File: src/logic/swd_pkg.sv
// package for the system watchdog: command codes, timing counts, carrier types
// assumes a 20 MHz reference clock
package swd_pkg;

    // =========================================================================
    // command encoding
    // =========================================================================
    localparam logic [7:0]  SWD_FUNC_CODE   = 8'hFD;
    localparam logic [7:0]  SWD_SUB_ENABLE  = 8'h01;
    localparam logic [7:0]  SWD_SUB_STROBE  = 8'h02;
    localparam logic [7:0]  SWD_SUB_DISABLE = 8'h03;
    localparam logic [15:0] SWD_KEY_VALUE   = 16'hFFFF;

    // =========================================================================
    // timing
    // =========================================================================
    localparam int unsigned SWD_CLK_HZ       = 20000000;
    localparam int unsigned SWD_TMO_MIN_MS   = 500;
    localparam int unsigned SWD_TMO_MAX_MS   = 2000;
    localparam int unsigned SWD_TMO_STEP_MS  = 500;
    localparam int unsigned SWD_TICK_CYCLES  = SWD_CLK_HZ / 1000 * SWD_TMO_STEP_MS;
    localparam int unsigned SWD_SEL_W        = 2;
    localparam logic [1:0]  SWD_SEL_RESET    = 2'h3;
    localparam int unsigned SWD_RST_PULSE    = 16;

    // =========================================================================
    // carriers
    // =========================================================================
    typedef struct packed {
        logic        valid;
        logic [7:0]  func;
        logic [7:0]  sub;
        logic [15:0] key;
    } swd_cmd_t;

    typedef struct packed {
        logic armed;
        logic expired;
    } swd_status_t;

endpackage

File: src/logic/swd_decode.sv
// command decoder: classifies one command word into enable, strobe, disable
// assumes command comes from logic on the same clock
module swd_decode
    import swd_pkg::*;
(
    input  wire swd_cmd_t cmd,
    output logic          do_enable,
    output logic          do_strobe,
    output logic          do_disable
);
    logic func_ok;
    logic key_ok;

    // =========================================================================
    // decode
    // =========================================================================
    always_comb begin
        func_ok    = cmd.valid && (cmd.func == SWD_FUNC_CODE);
        key_ok     = (cmd.key == SWD_KEY_VALUE);
        do_enable  = func_ok && key_ok && (cmd.sub == SWD_SUB_ENABLE);
        do_strobe  = func_ok && (cmd.sub == SWD_SUB_STROBE);
        do_disable = func_ok && key_ok && (cmd.sub == SWD_SUB_DISABLE);
    end
endmodule // swd_decode

File: src/logic/swd_top.sv
// system watchdog timer: arms on enable, restarts on strobe, disarms on disable,
// drives a system reset pulse when the selected period runs out
// assumes commands and timeout select come from logic on ref_clk
// Notes on behaviour
// - the timeout period is selectable from half a second up to two seconds.
// - an armed watchdog whose period runs out unserviced asserts a system reset.
// - function FDh, subfunction 01h with key FFFFh arms the watchdog and starts timing.
// - function FDh, subfunction 02h restarts the period of an armed watchdog.
// - function FDh, subfunction 3 disarms the watchdog so no timeout reset follows.
// - the disable command is subfunction 03h with key FFFFh.
module swd_top
    import swd_pkg::*;
#(
    parameter int unsigned TICK_CYCLES = SWD_TICK_CYCLES,
    parameter int unsigned RST_PULSE   = SWD_RST_PULSE
)(
    input  wire logic              ref_clk,
    input  wire logic              rst_n,
    input  wire logic              clk_en,
    input  wire swd_cmd_t          cmd,
    input  wire logic [SWD_SEL_W-1:0] tmo_sel,
    output logic                   sys_rst_n,
    output swd_status_t            status
);
    // =========================================================================
    // parameter checks
    // =========================================================================
    // pulse counter is eight bits wide, tick counter needs at least two states
    if (TICK_CYCLES < 2 || RST_PULSE < 1 || RST_PULSE > 255) begin : g_bad_params
        $error("swd_top: unsupported parameter values");
    end

    // =========================================================================
    // reset release
    // =========================================================================
    logic [1:0] rst_sync_q;
    logic       rst_ok_n;
    always_ff @(posedge ref_clk or negedge rst_n) begin
        if (!rst_n) rst_sync_q <= 2'h0;
        else        rst_sync_q <= {rst_sync_q[0], 1'b1};
    end
    assign rst_ok_n = rst_sync_q[1];

    // =========================================================================
    // command decode
    // =========================================================================
    logic do_enable;
    logic do_strobe;
    logic do_disable;
    swd_decode u_decode (
        .cmd        (cmd),
        .do_enable  (do_enable),
        .do_strobe  (do_strobe),
        .do_disable (do_disable)
    );

    // =========================================================================
    // timer state
    // =========================================================================
    localparam int unsigned TW = $clog2(TICK_CYCLES + 1);
    typedef enum logic [1:0] {SWD_IDLE, SWD_ARMED, SWD_FIRE} swd_state_t;

    swd_state_t           state_q, state_d;
    logic [TW-1:0]        tick_q, tick_d;
    logic [SWD_SEL_W:0]   step_q, step_d;
    logic [SWD_SEL_W:0]   limit_q, limit_d;
    logic [7:0]           pulse_q, pulse_d;
    logic                 expired_q, expired_d;

    always_comb begin
        state_d   = state_q;
        tick_d    = tick_q;
        step_d    = step_q;
        limit_d   = limit_q;
        pulse_d   = pulse_q;
        expired_d = expired_q;
        unique case (state_q)
            SWD_IDLE: begin
                if (do_enable) begin
                    state_d   = SWD_ARMED;
                    tick_d    = '0;
                    step_d    = '0;
                    limit_d   = {1'b0, tmo_sel} + 3'h1;
                    expired_d = 1'b0;
                end
            end
            SWD_ARMED: begin
                if (do_disable) begin
                    state_d = SWD_IDLE;
                end else if (do_strobe || do_enable) begin
                    tick_d = '0;
                    step_d = '0;
                end else if (tick_q == TW'(TICK_CYCLES - 1)) begin
                    tick_d = '0;
                    if (step_q + 3'h1 == limit_q) begin
                        state_d   = SWD_FIRE;
                        pulse_d   = 8'(RST_PULSE);
                        expired_d = 1'b1;
                    end else begin
                        step_d = step_q + 3'h1;
                    end
                end else begin
                    tick_d = tick_q + TW'(1);
                end
            end
            SWD_FIRE: begin
                if (pulse_q == 8'h01) state_d = SWD_IDLE;
                pulse_d = pulse_q - 8'h01;
            end
            default: state_d = SWD_IDLE;
        endcase
    end

    always_ff @(posedge ref_clk or negedge rst_ok_n) begin
        if (!rst_ok_n) begin
            state_q   <= SWD_IDLE;
            tick_q    <= '0;
            step_q    <= '0;
            limit_q   <= 3'h4;
            pulse_q   <= 8'h00;
            expired_q <= 1'b0;
        end else if (clk_en) begin
            state_q   <= state_d;
            tick_q    <= tick_d;
            step_q    <= step_d;
            limit_q   <= limit_d;
            pulse_q   <= pulse_d;
            expired_q <= expired_d;
        end
    end

    // =========================================================================
    // outputs
    // =========================================================================
    logic sys_rst_q;
    logic sys_rst_d;

    // registered so the reset line never glitches on decode
    always_comb begin
        sys_rst_d = (state_d != SWD_FIRE);
    end

    always_ff @(posedge ref_clk or negedge rst_ok_n) begin
        if (!rst_ok_n)   sys_rst_q <= 1'b1;
        else if (clk_en) sys_rst_q <= sys_rst_d;
    end
    assign sys_rst_n      = sys_rst_q;
    assign status.armed   = (state_q == SWD_ARMED);
    assign status.expired = expired_q;
endmodule // swd_top

File: config.mk
export PLATFORM = sky130hd
export DESIGN_NAME = swd_top
export DESIGN_NICKNAME = d
export VERILOG_FILES = /design/src/logic/swd_pkg.sv /design/src/logic/swd_decode.sv /design/src/logic/swd_top.sv
export SDC_FILE = /design/constraint.sdc
export NUM_CORES = 1
export LEC_CHECK = 0
export ABC_AREA = 1
export BUFFER_PORTS_ARGS = -buffer_cell sky130_fd_sc_hd__clkbuf_2
export CORE_MARGIN = 1.5
export CORE_UTILIZATION = 52
export DETAILED_ROUTE_END_ITERATION = 6
export PLACE_DENSITY = 0.76
export SETUP_SLACK_MARGIN = 0.3
export SYNTH_ARGS = -nofsm -noshare
export SYNTH_HDL_FRONTEND = slang
export SYNTH_HIERARCHICAL = 1
export SYNTH_SLANG_ARGS = --single-unit
File: constraint.sdc
create_clock -name ref_clk -period 1.3 [get_ports ref_clk]
set_input_delay 0.065 -clock ref_clk [delete_from_list [all_inputs] [get_ports ref_clk]]
set_output_delay 0.065 -clock ref_clk [all_outputs]
set_load 0.1 [all_outputs]
==> results of run 1 <==
-- routing by layer --
metal  vias to the layer above  wire length (um)  global-route usage
met1                      1903              4530               0.356
li1                       1707                 -                   -
met5                         -                 0                   0
met3                       174              1450              0.0586
met2                       410              6660               0.618
met4                         0              1560               0.191
-- report_power, final --
part           internal [W]  switching, W
sequential          0.00159      0.000250
clock              0.000378      0.000557
combinational       0.00114       0.00157
total               0.00311       0.00238
-- logic make-up (layout without fill, tap and decap cells) --
group,after synthesis,in the layout,share of synthesized area
AO/OA/AOI/OAI,20,20,0.0390
XOR/XNOR,11,11,0.0320
adder cells (fa/ha/maj),5,5,0.0208
buffers and inverters,62,223,0.0863
flip-flops,44,44,0.366
other,1,1,0.00124
AND/OR/NAND/NOR,297,297,0.455
-- stage by stage --
step | total power, W | cells | hold slack, ns | instance area [sq um]
after floorplan | 0.00297 | 440 | -0.231 | 3100
after global placement | 0.00363 | 627 | -0.148 | 3990
after detailed placement | 0.00371 | 627 | -0.149 | 3990
after CTS | 0.00489 | 656 | 0.0600 | 4560
after global routing | 0.00566 | 673 | 0.0896 | 4890
final | 0.00548 | 673 | 0.0835 | 4890
-- flip-flops by register name, indices dropped and copies added (netlist names) --
signal and cells:
rst_sync_q 2, pulse_q 8, step_q 3, tick_q 24, sys_rst_n 1, expired_q 1
limit_q 3, state_q 2
-- worst max-delay path by stage --
stage,cells past startpoint,end,start
2_1_floorplan,9,pulse_q[2]$_DFFE_PN0P_,step_q[0]$_DFFE_PN0P_
3_3_place_gp,15,tick_q[16]$_DFFE_PN0P_,cmd[19]
3_5_place_dp,13,step_q[2]$_DFFE_PN0P_,cmd[19]
4_1_cts,9,pulse_q[3]$_DFFE_PN0P_,step_q[1]$_DFFE_PN0P_
5_1_grt,8,tick_q[18]$_DFFE_PN0P_,tick_q[8]$_DFFE_PN0P_
6_report,9,pulse_q[6]$_DFFE_PN0P_,step_q[1]$_DFFE_PN0P_
-- cell type report --
type	instances	area share
Clock buffer	6	0.0149
Multi-Input combinational cell	334	0.427
Tap cell	72	0.0184
Clock inverter	2	0.00256
Timing Repair Buffer	159	0.264
Inverter	56	0.0456
Sequential cell	44	0.227
-- layout by cell type (no fill, tap or decap), types with 3 or more instances in the layout --
| master | Yosys | final |
|---|---|---|
| nand4_1 | 16 | 16 |
| nand3_4 | 2 | 6 |
| ha_1 | 5 | 3 |
| nand3_2 | 1 | 6 |
| nor3_2 | 0 | 6 |
| nand3b_1 | 5 | 5 |
| nor2_2 | 5 | 18 |
| nand2_4 | 1 | 9 |
| xor2_1 | 8 | 7 |
| nand3_1 | 34 | 25 |
| a21oi_1 | 7 | 3 |
| dfrtp_1 | 42 | 38 |
| buf_12 | 0 | 5 |
| nor3_4 | 1 | 4 |
| dfrtp_2 | 0 | 4 |
| nor2_1 | 73 | 48 |
| buf_6 | 2 | 31 |
| clkbuf_2 | 0 | 37 |
| clkbuf_8 | 0 | 6 |
| a21oi_2 | 0 | 4 |
| buf_4 | 3 | 83 |
| nand2_1 | 134 | 110 |
| nor2_4 | 5 | 17 |
| inv_1 | 53 | 45 |
| nand2_2 | 7 | 22 |
| inv_2 | 3 | 8 |
| o21ai_1 | 0 | 5 |
| o21ai_0 | 10 | 3 |
-- what timing repair did --
action	4_1_cts	5_1_grt
hold endpoints to repair	3	0
buffers inserted	19	17
pin swaps	45	41
hold buffers	2	0
endpoints found under the setup margin	45	44
resized for setup	84	51
==> results.yml, run 1 <==
status:
  status: "finished with violations"
  violations: "negative setup slack"
synth:
  yosysTopAreaCellShare: 0.349
  synth_ff_type: "dfrtp_1"
  yosysMostFrequentCell: "nand2_1"
  syn_nets: 483
  syn_area_per_cell_sq_um: 6.85
  synth_common_cells: "nand2_1, nor2_1, inv_1, dfrtp_1, nand3_1"
  yosysTopAreaCell: "dfrtp_1"
  postSynthCellCount: 440
  synthArstFlopShare: 1.00
  synthDistinctLibCells: 31
  synth_edf_count: 0
  synth_area_leaders: "dfrtp_1, nand2_1, nor2_1"
  ys.warnings.count: 6
  ys_seq_area_frac: 0.366
  syn_area_sq_um: 3010
  synth_seq_cells: 44
setup_path:
  r2r_start: "step_q[1]$_DFFE_PN0P_"
  critPathArrivalTime_ns: 2.01
  crit_chain: "ha_4 > xnor2_2 > nand2_2 > nor2_4 > nand2_2 > nand2_4 > nand3_4 > nand2_1 > nand2_1"
  startpoint_type: "flip-flop"
  cp.buffers_inverters: 0
  r2r_end: "pulse_q[6]$_DFFE_PN0P_"
  path_max_fanout: 8
  crit_path_max_incr_delay_ns: 0.43
  cpMaxStageDelayCell: "dfrtp_1"
  required_ns: 1.51
  crit_type: "reg2reg"
  end_kind: "flip-flop"
  r2r_slack_ns: -0.51
  crit_family: "simple AND/OR/NAND/NOR gates"
  r2r_cells: 9
clocking:
  clk_pin_slew_ns: 0.10
  numCtsBuffers: 5
  htreeDepth: 2
  cts_tree: "yes"
  cts_root_buffer: "clkbuf_8"
  clock_latency_ns: 0.32
  clock_path_buffers: 2
  clock_sinks: 44
routing:
  drt-pass1-iter-count: 5
  drt_first_iter_violations: 484
  num_vias: 4194
  final_antenna_net_count: 0
  drcViolationCount: 0
  finalWirelength_um: 14200
  vias_per_cell: 6.23
  avgRoutedWirePerCell_um: 21.1
sta:
  post-route-period-util: 1.39
  hold_viol_final: 0
  rsz0062_at_grt: "yes"
  drv_slew: 0
  setup_tns_ns: -16.24
  fmax_ghz: 0.553
  period_needed_ns: 1.81
  fin_skew_ns: 0.0149
  fin_ws_ns: -0.507
  setup_viol: 43
place:
  gp_congestion: 0.932
  port_buffers: 40
  dpl.hpwl_um: 6080
  place_ws_ns: -0.481
die:
  die_area_sq_um: 6260
  initial_core_util: 0.544
  io_pins: 41
  fp.dieH_um: 79.1
  die-width_um: 79.1
  num_rows: 27
  design.core.area_sq_um: 5540
global_route:
  grt_max_degree: 37
  grt_overflow_total: 0
  track_usage: 0.335
  grt_pass1_wl_um: 16200
  antenna_found_initial: 0
  grt_pass1_vias: 3607
pwr:
  power_density_nw_per_um2: 1120
  power.leakage_nw: 2.46
  peakVddDrop_mv: 1.08
final_layout:
  regArea_sq_um: 1110
  drive_gt1_frac: 0.469
  multi_input_area_sq_um: 2090
  syn_to_final_growth_pct: 62.1
  fillerInstances: 243
  finalNetCount: 643
  num_antenna_cells: 0
  fin_util: 0.882
worst_hold_path:
  holdCritPathClass: "in2async"
run:
  cap_violations: 0
No activity file was read; power rests on OpenSTA's default activity.
==> inputs of run 2 (changes only) <==
--- a/config.mk
+++ b/config.mk
@@ -11,6 +11,7 @@
 export CORE_UTILIZATION = 52
 export DETAILED_ROUTE_END_ITERATION = 6
 export PLACE_DENSITY = 0.76
+export RECOVER_POWER = 25
 export SETUP_SLACK_MARGIN = 0.3
 export SYNTH_ARGS = -nofsm -noshare
 export SYNTH_HDL_FRONTEND = slang
==> run 2 against run 1 <==
The flow finishes with violations (design-rule violations, negative setup slack). Flip-flop and latch count unchanged. Sequential share of layout area about the same. Count of clock-buffer cells in the layout unchanged. Critical path type unchanged.
==> results.yml, run 2 (synthesized netlist as in run 1, its figures left out) <==
routing:
  num_vias: 4211
  drt-pass1-iter-count: 7
  avgRoutedWirePerCell_um: 21.1
  drcViolationCount: 5
  vias_per_cell: 6.26
  drt_first_iter_violations: 497
  final_antenna_net_count: 0
  finalWirelength_um: 14200
sta:
  post-route-period-util: 1.40
  fin_ws_ns: -0.526
  fmax_ghz: 0.548
  setup_viol: 43
  hold-worst-slack_ns: 0.0924
  fin_skew_ns: 0.0156
  period_needed_ns: 1.83
  rsz0062_at_grt: "yes"
  drv_slew: 0
  hold_viol_final: 0
clocking:
  clock_latency_ns: 0.32
  htreeDepth: 2
  cts_root_buffer: "clkbuf_8"
  numCtsBuffers: 5
  clock_sinks: 44
  clock_path_buffers: 2
  cts_tree: "yes"
  clk_pin_slew_ns: 0.09
setup_path:
  r2r_slack_ns: -0.53
  crit_chain: "inv_1 > nand2_1 > nor2_1 > nand3_1 > nor2_4 > buf_4 > nand4_1 > nand2_1 > nand2_1 > nand2_1"
  crit_start: "tick_q[21]$_DFFE_PN0P_"
  r2r_start: "tick_q[21]$_DFFE_PN0P_"
  crit_top_cell: "nand2_1"
  cpMaxStageDelayCell: "dfrtp_1"
  end_kind: "flip-flop"
  path_max_fanout: 4
  required_ns: 1.54
  r2r_cells: 10
  crit_path_max_incr_delay_ns: 0.48
  r2r_end: "state_q[1]$_DFFE_PN0P_"
  crit_type: "reg2reg"
  startpoint_type: "flip-flop"
  critPathArrivalTime_ns: 2.07
die:
  fp.dieH_um: 79.1
  num_rows: 27
  io_pins: 41
  initial_core_util: 0.544
  design.core.area_sq_um: 5540
  die-width_um: 79.1
  die_area_sq_um: 6260
pwr:
  p_sw_w: 0.00237
  pwr-share-clk: 0.170
  seqPwrFrac: 0.335
  power.leakage_nw: 2.46
  comb_power_share: 0.494
  peakVddDrop_mv: 1.07
  power_density_nw_per_um2: 1120
  switching_share: 0.433
  p_int_w: 0.00311
global_route:
  grt_overflow_total: 0
  grt_pass1_vias: 3607
  track_usage: 0.335
  grt_pass1_wl_um: 16200
  grt_max_degree: 37
  antenna_found_initial: 0
final_layout:
  num_antenna_cells: 0
  fillerInstances: 243
  finalNetCount: 643
  final_cell_mix: "nand2_1, buf_4, nor2_1"
  mostFrequentLayoutCell: "nand2_1"
  largest_reg_flops: 24
  reg_top3: "tick_q (24), pulse_q (8)"
  fin_util: 0.882
  syn_to_final_growth_pct: 62.1
  top_register: "tick_q"
  drive_gt1_frac: 0.468
worst_hold_path:
  holdCritPathClass: "in2async"
place:
  port_buffers: 40
  gp_congestion: 0.932
  dpl.hpwl_um: 6080
status:
  violations: "design-rule violations, negative setup slack"
  status: "finished with violations"
run:
  cap_violations: 0
[run 2: worst max path at each step]
stage	endpoint	slack [ns]
2_1_floorplan	pulse_q[2]$_DFFE_PN0P_	-0.25
3_3_place_gp	tick_q[16]$_DFFE_PN0P_	-0.38
3_5_place_dp	step_q[2]$_DFFE_PN0P_	-0.48
4_1_cts	pulse_q[3]$_DFFE_PN0P_	-0.29
5_1_grt	tick_q[18]$_DFFE_PN0P_	-0.70
6_report	state_q[1]$_DFFE_PN0P_	-0.53
[run 2: power groups by stage]
stage / registers (W) / logic [W] / clock network (W)
finish: 0.00184 / 0.00271 / 0.000933
global route: 0.00184 / 0.00285 / 0.000960
CTS: 0.00179 / 0.00221 / 0.000890
detailed placement: 0.00180 / 0.00191 / 0
global placement: 0.00179 / 0.00184 / 0
floorplan: 0.00184 / 0.00112 / 0
[run 2: stage by stage]
| step | area [sq um] | total power [W] | setup WS, ns | std cells | setup TNS [ns] |
|---|---|---|---|---|---|
| 2_1_floorplan | 3100 | 0.00297 | -0.245 | 440 | -5.34 |
| 3_3_place_gp | 3990 | 0.00363 | -0.381 | 627 | -11.85 |
| 3_5_place_dp | 3990 | 0.00371 | -0.481 | 627 | -14.28 |
| 4_1_cts | 4560 | 0.00489 | -0.292 | 656 | -8.20 |
| 5_1_grt | 4880 | 0.00566 | -0.699 | 673 | -18.34 |
| 6_report | 4880 | 0.00548 | -0.526 | 673 | -16.17 |
[run 2: final cells by class]
type	count	area, sq um	share of cell area
multi-input combinational	334	2090	0.428
timing repair buffer	159	1290	0.264
sequential	44	1110	0.227
inverter	56	223	0.0456
tap	72	90.1	0.0184
clock buffer	6	72.6	0.0149
clock inverter	2	12.5	0.00256
[run 2: routing by layer]
metal,global-route usage,share of wire,vias to the layer above
met5,0,0,-
met4,0.191,0.11,0
met3,0.0586,0.10,177
met2,0.618,0.47,419
met1,0.356,0.31,1909
li1,-,-,1706
[run 2: what timing repair did]
action,CTS,global route
hold endpoints to repair,3,0
hold buffers,2,0
setup endpoints to repair,45,44
resized for setup,84,51
setup buffers,19,17
pin swaps,45,41
[run 2: worst max-delay path, delay by kind of cell, from the launching register on]
kind / cells / cell delay, ns
buffers and inverters: 2 / 0.28
DFF: 1 / 0.48
and+or+nand+nor: 8 / 1.00
